==> config.mk <==
export PLATFORM = sky130hd
export DESIGN_NAME = upe_protocol_event_register
export DESIGN_NICKNAME = d
export VERILOG_FILES = /design/src/verilog/upe_pkg.sv /design/src/verilog/upe_protocol_event_register.sv
export SDC_FILE = /design/constraint.sdc
export NUM_CORES = 1
export LEC_CHECK = 0
export BUFFER_PORTS_ARGS = -buffer_cell sky130_fd_sc_hd__buf_2
export CORE_ASPECT_RATIO = 0.9
export CORE_MARGIN = 8
export CORE_UTILIZATION = 40
export CTS_BUF_LIST = sky130_fd_sc_hd__clkbuf_8
export DETAILED_ROUTE_END_ITERATION = 7
export PLACE_DENSITY = 0.71
export REMOVE_ABC_BUFFERS = 1
export SYNTH_ARGS = -nofsm -noshare
export SYNTH_HDL_FRONTEND = slang
export SYNTH_SLANG_ARGS = --single-unit
==> constraint.sdc <==
create_clock -name i_clk -period 1.3 [get_ports i_clk]
set_clock_uncertainty 0.05 [all_clocks]
set_input_delay 0.325 -clock i_clk [delete_from_list [all_inputs] [get_ports i_clk]]
set_output_delay 0.325 -clock i_clk [all_outputs]
set_load 0.005 [all_outputs]
==> src/verilog/upe_pkg.sv <==
// Package with the register map, field layout and input carriers of the protocol event register.
package upe_pkg;

  localparam int          NUM_EVENTS = 16;
  localparam int          BUS_W      = 32;
  localparam int          DEV_ADDR_W = 7;
  localparam int          SPEED_W    = 7;
  localparam int          NUM_HP_W   = 8;
  localparam int          DIR_W      = 2;
  localparam int          LMP_W      = 32;

  localparam logic [31:0] PROTOCOL_EVENT_CAUSES_ADDR  = 32'he0033404;
  localparam logic [31:0] PROTOCOL_EVENT_ENABLES_ADDR = 32'he0033408;
  localparam logic [31:0] PROTOCOL_EVENT_FORCE_ADDR   = 32'he00334f0;
  localparam logic [31:0] PROTOCOL_STATE_ADDR         = 32'he00334f4;
  localparam logic [31:0] LINK_PACKET_BUFFER_ADDR     = 32'he00334f8;

  localparam logic [15:0] EVENT_RESET   = 16'h0000;
  localparam logic [15:0] ENABLE_RESET  = 16'h0000;
  localparam logic [6:0]  DEV_ADDR_RESET = 7'h00;

  localparam int BIT_ZERO_ADDRESS     = 15;
  localparam int BIT_EP0_STALL        = 14;
  localparam int BIT_BAD_PORT_CFG     = 13;
  localparam int BIT_BAD_PORT_CAP     = 12;
  localparam int BIT_STATUS_STAGE     = 11;
  localparam int BIT_HOST_ERROR       = 10;
  localparam int BIT_SETUP_RECEIVED   = 9;
  localparam int BIT_TIMESTAMP        = 8;
  localparam int BIT_HOST_ACK_TIMER   = 7;
  localparam int BIT_PING_TIMER       = 6;
  localparam int BIT_PORT_CFG_TIMER   = 5;
  localparam int BIT_PORT_CAP_TIMER   = 4;
  localparam int BIT_PORT_CFG_RX      = 3;
  localparam int BIT_PORT_CAP_RX      = 2;
  localparam int BIT_UNKNOWN_LMP      = 1;
  localparam int BIT_LMP_RX           = 0;

  localparam int BIT_STATE_STALL      = 7;

  localparam logic [SPEED_W-1:0]  GOOD_LINK_SPEED = 7'h01;
  localparam logic [NUM_HP_W-1:0] GOOD_NUM_HP     = 8'h04;

  typedef enum logic [1:0] {
    UPE_LMP_PORT_CFG,
    UPE_LMP_PORT_CAP,
    UPE_LMP_OTHER
  } upe_lmp_kind_t;

  typedef struct packed {
    logic                  setup_seen;
    logic                  setup_good;
    logic                  setup_is_set_addr;
    logic [DEV_ADDR_W-1:0] setup_addr;
    logic                  ingress_overrun;
    logic                  egress_overrun;
    logic                  status_data_moved;
    logic                  status_done;
    logic                  ack_tp_seen;
    logic                  ack_host_error;
    logic                  timestamp_seen;
  } upe_packet_ev_t;

  typedef struct packed {
    logic host_ack;
    logic ping;
    logic port_cfg;
    logic port_cap;
  } upe_timer_ev_t;

  typedef struct packed {
    logic                valid;
    upe_lmp_kind_t       kind;
    logic [SPEED_W-1:0]  link_speed;
    logic [NUM_HP_W-1:0] num_hp;
    logic [DIR_W-1:0]    direction;
    logic [LMP_W-1:0]    payload;
  } upe_lmp_t;

endpackage : upe_pkg

==> src/verilog/upe_protocol_event_register.sv <==
// Protocol layer event cause register with enables, forcing path and interrupt request.
//
// Notes on behaviour
// - A set-address request that assigns address zero raises the zero-address event.
// - Ingress overrun, egress overrun or status-stage data stall endpoint zero and flag it.
// - Only a valid SETUP ends the endpoint-zero stall; one that is not a set-address also raises setup-received.
// - A port configuration packet with link speed not one flags a bad configuration.
// - Port capability with speed not one, buffers not four or direction bit zero clear.
// - Finishing the status stage of a control transfer raises the status-stage event.
// - An acknowledge packet carrying the host error bit raises the host-error event.
// - Every SETUP, valid or not, except a set-address, raises setup-received.
// - Set-address SETUPs are handled fully here, storing the address without firmware.
// - Each isochronous timestamp packet raises the timestamp event.
// - Expiry of the host acknowledge response timer raises its event.
// - Expiry of the ping timer raises its event.
// - Expiry of the port configuration timer raises its event.
// - Expiry of the port capabilities timer raises its event.
// - A port configuration packet raises its received event; a reply may follow.
// - A port capabilities packet raises its received event; a reply may follow.
// - An unknown link packet is stored, gets no reply, and raises its event.
// - Every link packet is stored and raises the link-packet-received event.
// - A latched event raises the interrupt only while its enable bit is one; the causes register reads it regardless.

`timescale 1ns/1ns
`default_nettype none

module upe_protocol_event_register #(
  parameter int EVENT_COUNT = 16
) (
  input  wire logic                         i_clk,
  input  wire logic                         i_rst_n,
  input  wire logic [31:0]                  i_addr,
  input  wire logic [31:0]                  i_wdata,
  input  wire logic                         i_wr,
  input  wire logic                         i_rd,
  output var  logic [31:0]                  o_rdata,
  input  wire upe_pkg::upe_packet_ev_t      i_packet,
  input  wire upe_pkg::upe_timer_ev_t       i_timer,
  input  wire upe_pkg::upe_lmp_t            i_lmp,
  input  wire logic                         i_auto_reply_cfg,
  input  wire logic                         i_auto_reply_cap,
  output var  logic                         o_ep0_stall,
  output var  logic [upe_pkg::DEV_ADDR_W-1:0] o_device_address,
  output var  logic [upe_pkg::LMP_W-1:0]    o_lmp_buffer,
  output var  logic                         o_lmp_reply_cfg,
  output var  logic                         o_lmp_reply_cap,
  output var  logic                         o_irq
);

  import upe_pkg::*;

  // Parameter values that the fixed sixteen-bit map cannot serve are refused.
  if (EVENT_COUNT != NUM_EVENTS) begin : g_bad_count
    $error("EVENT_COUNT must equal the sixteen event causes");
  end

  if (BIT_STATE_STALL != DEV_ADDR_W) begin : g_bad_state_layout
    $error("The stall bit must sit just above the device address");
  end

  // Register storage.
  wire logic [15:0]      events_q;
  logic [15:0]           enables_q;
  logic [15:0]           enables_d;
  logic                  stall_q;
  logic                  stall_d;
  logic [DEV_ADDR_W-1:0] dev_addr_q;
  logic [DEV_ADDR_W-1:0] dev_addr_d;
  logic [LMP_W-1:0]      lmp_buf_q;
  logic [LMP_W-1:0]      lmp_buf_d;
  logic                  reply_cfg_q;
  logic                  reply_cap_q;
  logic                  irq_q;
  logic [31:0]           rdata_q;
  logic [31:0]           rdata_d;

  // Bus decode.
  // Addresses are compared in full, so aliases of the map read as zero.
  wire logic hit_causes;
  wire logic hit_enables;
  wire logic hit_force;
  wire logic hit_state;
  wire logic hit_lmp;
  wire logic wr_causes;
  wire logic wr_enables;
  wire logic wr_force;
  wire logic [15:0] clear_mask;
  wire logic [15:0] force_mask;

  assign hit_causes  = (i_addr == PROTOCOL_EVENT_CAUSES_ADDR);
  assign hit_enables = (i_addr == PROTOCOL_EVENT_ENABLES_ADDR);
  assign hit_force   = (i_addr == PROTOCOL_EVENT_FORCE_ADDR);
  assign hit_state   = (i_addr == PROTOCOL_STATE_ADDR);
  assign hit_lmp     = (i_addr == LINK_PACKET_BUFFER_ADDR);
  assign wr_causes   = i_wr & hit_causes;
  assign wr_enables  = i_wr & hit_enables;
  assign wr_force    = i_wr & hit_force;
  assign clear_mask  = wr_causes ? i_wdata[15:0] : 16'h0000;
  assign force_mask  = wr_force ? i_wdata[15:0] : 16'h0000;

  // SETUP classification.
  // An invalid set-address still ends no stall and never raises setup-received.
  wire logic setup_set_addr;
  wire logic setup_other;
  wire logic setup_good_set_addr;
  wire logic zero_address_assigned_event;

  assign setup_set_addr      = i_packet.setup_seen & i_packet.setup_is_set_addr;
  assign setup_other         = i_packet.setup_seen & ~i_packet.setup_is_set_addr;
  assign setup_good_set_addr = setup_set_addr & i_packet.setup_good;
  assign zero_address_assigned_event =
    setup_good_set_addr & (i_packet.setup_addr == DEV_ADDR_RESET);

  // Endpoint-zero stall.
  // The stall is a level that only a valid SETUP ends.
  wire logic control_endpoint_stall_event;
  wire logic stall_release;

  assign control_endpoint_stall_event = i_packet.ingress_overrun
                                      | i_packet.egress_overrun
                                      | i_packet.status_data_moved;
  assign stall_release = i_packet.setup_seen & i_packet.setup_good;

  // A fresh stall cause wins over a SETUP arriving in the same cycle.
  assign stall_d = control_endpoint_stall_event ? 1'b1 :
                   stall_release                ? 1'b0 : stall_q;

  // Set-address is taken into the device address register by hardware alone.
  assign dev_addr_d = setup_good_set_addr ? i_packet.setup_addr : dev_addr_q;

  // Link management packets.
  // Code three of the kind field is treated as unknown as well.
  wire logic lmp_is_cfg;
  wire logic lmp_is_cap;
  wire logic lmp_is_unknown;
  wire logic bad_port_configuration_event;
  wire logic bad_port_capability_event;
  wire logic port_configuration_received;
  wire logic port_capability_received;
  wire logic unrecognised_link_packet_event;
  wire logic link_packet_received_event;

  assign lmp_is_cfg     = i_lmp.valid & (i_lmp.kind == UPE_LMP_PORT_CFG);
  assign lmp_is_cap     = i_lmp.valid & (i_lmp.kind == UPE_LMP_PORT_CAP);
  assign lmp_is_unknown = i_lmp.valid & ~lmp_is_cfg & ~lmp_is_cap;

  assign bad_port_configuration_event =
    lmp_is_cfg & (i_lmp.link_speed != GOOD_LINK_SPEED);
  assign bad_port_capability_event =
    lmp_is_cap & ((i_lmp.link_speed != GOOD_LINK_SPEED)
               | (i_lmp.num_hp != GOOD_NUM_HP)
               | ~i_lmp.direction[0]);
  assign port_configuration_received    = lmp_is_cfg;
  assign port_capability_received       = lmp_is_cap;
  assign unrecognised_link_packet_event = lmp_is_unknown;
  assign link_packet_received_event     = i_lmp.valid;

  // Every arriving packet overwrites the buffer, known or not.
  assign lmp_buf_d = i_lmp.valid ? i_lmp.payload : lmp_buf_q;

  // Hardware event vector.
  // Bit positions come from the package so the map lives in one place.
  wire logic [15:0] hw_set;

  assign hw_set[BIT_ZERO_ADDRESS]   = zero_address_assigned_event;
  assign hw_set[BIT_EP0_STALL]      = control_endpoint_stall_event;
  assign hw_set[BIT_BAD_PORT_CFG]   = bad_port_configuration_event;
  assign hw_set[BIT_BAD_PORT_CAP]   = bad_port_capability_event;
  assign hw_set[BIT_STATUS_STAGE]   = i_packet.status_done;
  assign hw_set[BIT_HOST_ERROR]     = i_packet.ack_tp_seen & i_packet.ack_host_error;
  assign hw_set[BIT_SETUP_RECEIVED] = setup_other;
  assign hw_set[BIT_TIMESTAMP]      = i_packet.timestamp_seen;
  assign hw_set[BIT_HOST_ACK_TIMER] = i_timer.host_ack;
  assign hw_set[BIT_PING_TIMER]     = i_timer.ping;
  assign hw_set[BIT_PORT_CFG_TIMER] = i_timer.port_cfg;
  assign hw_set[BIT_PORT_CAP_TIMER] = i_timer.port_cap;
  assign hw_set[BIT_PORT_CFG_RX]    = port_configuration_received;
  assign hw_set[BIT_PORT_CAP_RX]    = port_capability_received;
  assign hw_set[BIT_UNKNOWN_LMP]    = unrecognised_link_packet_event;
  assign hw_set[BIT_LMP_RX]         = link_packet_received_event;

  // Each cause bit is its own flag cell.
  for (genvar b = 0; b < NUM_EVENTS; b++) begin : g_flag
    upe_event_flag #(
      .RESET_VALUE(EVENT_RESET[b])
    ) u_flag (
      .i_clk  (i_clk),
      .i_rst_n(i_rst_n),
      .i_set  (hw_set[b]),
      .i_clear(clear_mask[b]),
      .i_force(force_mask[b]),
      .o_flag (events_q[b])
    );
  end

  // Only the low sixteen bits of a write to the enables are kept.
  assign enables_d = wr_enables ? i_wdata[15:0] : enables_q;

  // Reply requests only for recognised port packets with auto-reply armed.
  // A reply request lasts one cycle, the cycle after the packet.
  wire logic reply_cfg_d;
  wire logic reply_cap_d;

  assign reply_cfg_d = port_configuration_received & i_auto_reply_cfg;
  assign reply_cap_d = port_capability_received & i_auto_reply_cap;

  // Interrupt request.
  // The request comes from the flopped flags, so it lags a cause bit by one cycle.
  wire logic [15:0] pending;
  wire logic        irq_d;

  assign pending = events_q & enables_q;
  assign irq_d   = |pending;

  // Read data selection; reads return zero outside the cycle after the read strobe.
  wire logic [31:0] state_word;
  wire logic [31:0] causes_word;
  wire logic [31:0] enables_word;
  wire logic [31:0] rd_word;

  // The state word shows the stall bit above the device address.
  assign state_word   = {24'h000000, stall_q, dev_addr_q};
  assign causes_word  = {16'h0000, events_q};
  assign enables_word = {16'h0000, enables_q};
  assign rd_word      = hit_causes  ? causes_word :
                        hit_enables ? enables_word :
                        hit_state   ? state_word :
                        hit_lmp     ? lmp_buf_q : 32'h00000000;
  assign rdata_d      = i_rd ? rd_word : 32'h00000000;

  // Every register below resets asynchronously to its value after reset.
  always_ff @(posedge i_clk or negedge i_rst_n) begin
    if (!i_rst_n) begin
      enables_q <= ENABLE_RESET;
    end else begin
      enables_q <= enables_d;
    end
  end

  always_ff @(posedge i_clk or negedge i_rst_n) begin
    if (!i_rst_n) begin
      stall_q <= 1'b0;
    end else begin
      stall_q <= stall_d;
    end
  end

  always_ff @(posedge i_clk or negedge i_rst_n) begin
    if (!i_rst_n) begin
      dev_addr_q <= DEV_ADDR_RESET;
    end else begin
      dev_addr_q <= dev_addr_d;
    end
  end

  always_ff @(posedge i_clk or negedge i_rst_n) begin
    if (!i_rst_n) begin
      lmp_buf_q <= '0;
    end else begin
      lmp_buf_q <= lmp_buf_d;
    end
  end

  always_ff @(posedge i_clk or negedge i_rst_n) begin
    if (!i_rst_n) begin
      reply_cfg_q <= 1'b0;
    end else begin
      reply_cfg_q <= reply_cfg_d;
    end
  end

  always_ff @(posedge i_clk or negedge i_rst_n) begin
    if (!i_rst_n) begin
      reply_cap_q <= 1'b0;
    end else begin
      reply_cap_q <= reply_cap_d;
    end
  end

  always_ff @(posedge i_clk or negedge i_rst_n) begin
    if (!i_rst_n) begin
      irq_q <= 1'b0;
    end else begin
      irq_q <= irq_d;
    end
  end

  always_ff @(posedge i_clk or negedge i_rst_n) begin
    if (!i_rst_n) begin
      rdata_q <= 32'h00000000;
    end else begin
      rdata_q <= rdata_d;
    end
  end

  // Outputs are taken straight from their flops.
  assign o_rdata          = rdata_q;
  assign o_ep0_stall      = stall_q;
  assign o_device_address = dev_addr_q;
  assign o_lmp_buffer     = lmp_buf_q;
  assign o_lmp_reply_cfg  = reply_cfg_q;
  assign o_lmp_reply_cap  = reply_cap_q;
  assign o_irq            = irq_q;

endmodule : upe_protocol_event_register

// One event flag: hardware set and software force win over a software clear.
// It holds its value until software clears it.
module upe_event_flag #(
  parameter logic RESET_VALUE = 1'b0
) (
  input  wire logic i_clk,
  input  wire logic i_rst_n,
  input  wire logic i_set,
  input  wire logic i_clear,
  input  wire logic i_force,
  output var  logic o_flag
);

  logic flag_q;
  logic flag_d;

  // The set terms are ORed after the clear so a simultaneous event survives.
  // Forcing is for test and shares the set path with hardware events.
  assign flag_d = (flag_q & ~i_clear) | i_set | i_force;

  // The flag is a plain flop with no enable.
  always_ff @(posedge i_clk or negedge i_rst_n) begin
    if (!i_rst_n) begin
      flag_q <= RESET_VALUE;
    end else begin
      flag_q <= flag_d;
    end
  end

  assign o_flag = flag_q;

endmodule : upe_event_flag

`default_nettype wire

==> flow_summary_export.csv <==
group,metric,value,unit
global_route,grt_antenna_before_repair,1,
placed_design,dp_hpwl,11300,um
timing,post-route-min-period,1.492,ns
timing,post-route-worst-setup-slack,-0.1918,ns
yosys,netlist_area,4587,um^2
yosys,seq_area_frac_synth,58.37,%
yosys,number_of_standard_cells_after_synthesis,339,
outcome,failed_checks,"setup timing",
route,postRouteAntennaNets,0,
run,timing.max_cap.violations,0,
worst_setup_path,critPathCaptureType,"register",
layout,nFillCells,954,
pwr,power.leakage,3.410,nW
worst_setup_path,cpPeakStageDelay,0.35,ns
die,row_count,37,
yosys,synth_seq_cells,107,
clock_network,tritoncts_clock_tree,"done",
route,post_drt_wl_per_cell,20.32,um
yosys,yosys.area_share.xor_xnor,0,%
yosys,largest_family_of_logic_cells_by_synthesized_area,"multiplexers",
layout,design.final.nets,741,
clock_network,cts_root_buffer,"sky130_fd_sc_hd__clkbuf_8",
die,die_w,128.9,um
timing,final_hold_violation_count,0,
layout,most-common-layout-cells,"188 x sky130_fd_sc_hd__buf_2, 107 x sky130_fd_sc_hd__dfrtp_1, 46 x sky130_fd_sc_hd__buf_4",
global_route,grt.overflow.total,0,
route,avgViaCountPerCell,5.336,
timing,post-route-period-util,114.8,%
yosys,ys_async_sr_fraction,100.0,%
route,dr.pass1.iters,6,
clock_network,tritoncts_num_sinks,107,
outcome,run_status,"finished, violations left",
worst_setup_path,worstPathBufferInverterCount,3,
worst_setup_path,timing.critical_path.max_delay_family,"simple AND/OR/NAND/NOR gates",
yosys,count_of_unique_library_cells_instantiated_by_yosys,38,
route,dr_total_vias,4050,
route,routed_wirelength,15420,um
yosys,yosys.area_share.simple,11.62,%
worst_hold_path,holdCritPathClass,"input port to register",
route,post-route-drc-count,0,
clock_network,cts-htree-levels,3,
worst_setup_path,data_required_time_at_the_worst_endpoint,1.49,ns
die,die_y,117.6,um
timing,max_clock_freq,670.3,MHz
clock_network,clockBufferDepth,2,
layout,layout.cells.most_common,"sky130_fd_sc_hd__buf_2",
global_route,grt_max_degree,31,
timing,setup_repair_after_global_routing_missed_its_margin,"true",
yosys,post_synth_mux_area_share,14.32,%
global_route,grt_first_pass_wirelength,24120,um
yosys,synth-warning-count,0,
route,drt_iter0_markers,238,
yosys,per_instance_average_area_after_synthesis,13.53,um^2
worst_setup_path,cp_max_fo,13,
clock_network,insertion_delay,0.37,ns
pwr,power.density_cell_area,960.7,nW/um^2
yosys,area_fraction_in_compound_gates_after_synthesis,12.49,%
worst_setup_path,cp_data_arrival_time,1.68,ns
worst_setup_path,start_kind,"input port",
clock_network,numCtsBuffers,9,
clock_network,clkTransAtPathRegs,0.10,ns
layout,final_cell_count_no_fill,759,
timing,relSlewSlack,71.23,%
timing,actual_transition_at_the_worst_max_transition_pin,0.4306,ns
yosys,postSynth.topFlopCell,"sky130_fd_sc_hd__dfrtp_1",
yosys,synth_enable_flop_cells,0,
die,floorplan.core_area,11300,um^2
pwr,worst_ir_drop_vdd,0.0008461,V
global_route,first_global_vias,4547,
worst_setup_path,timing_worst_setup_path_type,"input port to register",
placed_design,port-buffer-count,200,
die,boundaryPins,218,
timing,setup_viol_count_final,64,
placed_design,gp_routability_congestion,0.8361,
die,initial_core_util,40.61,%
layout,area_grow_syn2layout,50.49,%
timing,hold_ws,0.09284,ns
worst_setup_path,path_cells,"buf_2, nor4bb_4, and4_1, buf_6, and4_2, buf_12, a221o_1",
die,floorplan.die_area,15150,um^2
global_route,global_route.usage.total,20.35,%
worst_setup_path,cp_slowest_cell,"sky130_fd_sc_hd__a221o_1",
placed_design,dp_cells,711,
yosys,synth-adder-area-share,0,%
layout,final_layout_size_suffix_gt1_share,63.95,%
timing,number_of_slew_limit_violations_in_the_final_report,0,
## registers in the layout (all words and copies together) (netlist names)
| register | cells |
|---|---|
| o_lmp_buffer | 32 |
| o_irq | 1 |
| g_flag.u_flag.o_flag | 16 |
| o_lmp_reply_cap | 1 |
| enables_q | 16 |
| o_ep0_stall | 1 |
| o_rdata | 32 |
| o_device_address | 7 |
| o_lmp_reply_cfg | 1 |
## timing repair
action	4_1_cts	5_1_grt
gates resized for setup	53	31
buffers inserted	22	11
hold buffers	1	0
cloned	3	0
endpoints found under the setup margin	86	101
hold endpoints to repair	19	0
pin swaps	28	14
## layout make-up
| class | count | area [um^2] | area share (%) |
|---|---|---|---|
| Sequential cell | 107 | 2678 | 38.79 |
| Multi-Input combinational cell | 201 | 2004 | 29.04 |
| Timing Repair Buffer | 269 | 1780 | 25.79 |
| Tap cell | 156 | 195.2 | 2.828 |
| Clock buffer | 9 | 123.9 | 1.794 |
| Clock inverter | 6 | 81.33 | 1.178 |
| Inverter | 10 | 37.54 | 0.5438 |
| Antenna cell | 1 | 2.502 | 0.03625 |
## cells in the mapped netlist, drive strengths merged, types with 9 or more instances
cell type	n	area [um^2]
mux2	55	656.9
a41oi	10	87.58
a221oi	12	105.1
nor2	16	60.06
a22o	12	105.1
buf	12	73.82
and2	24	150.1
inv	10	37.54
dfrtp	107	2678
nand4	9	71.32
clkbuf	9	35.03
## kinds of logic after synthesis
| kind of cell | after synthesis |
|---|---|
| flops | 107 |
| simple gates | 82 |
| mux | 55 |
| buf+inv | 31 |
| compound gates | 64 |
## worst paths after layout
check / to / slack (ns) / startpoint / depth (start not counted)
max reg2reg: o_rdata[3] / -0.02 / o_device_address[3] / 4
min in group asynchronous: enables_q[15] / 0.37 / i_rst_n / 2
min reg2reg: o_rdata[23] / 0.46 / o_lmp_buffer[23] / 1
max: g_flag[5].u_flag.o_flag / -0.19 / i_addr[12] / 7
max in group asynchronous: o_rdata[25] / 0.33 / i_rst_n / 3
min: g_flag[6].u_flag.o_flag / 0.09 / i_timer[2] / 2
## power breakdown
part | switching (mW) | internal (mW)
registers | 0.0968 | 3.47
logic | 0.387 | 0.528
clock network | 1.08 | 1.07
## stage by stage
stage               utilization [%]  power, mW  worst slack, ns  area [um^2]  setup TNS, ns
CTS                           59.90      6.642          -0.1343         6766         -5.012
global route                  61.11      6.905          -0.2377         6903         -12.09
floorplan                         -      3.834          -0.8935         4478         -45.86
finish                        61.11      6.632          -0.1918         6903         -7.871
detailed placement            53.82      4.411          -0.6715         6080         -36.76
global placement              53.82      4.386          -0.6319         6080         -34.54
## per-layer routing
layer | wire (um) | vias to the layer above | track usage (%)
met5 | 0 | - | 0
met1 | 5936 | 2012 | 24.09
met3 | 1190 | 32 | 5.707
met4 | 342 | 0 | 7.704
li1 | - | 1814 | -
met2 | 7950 | 192 | 34.16
Note: power is estimated with default switching activity, not from simulation.
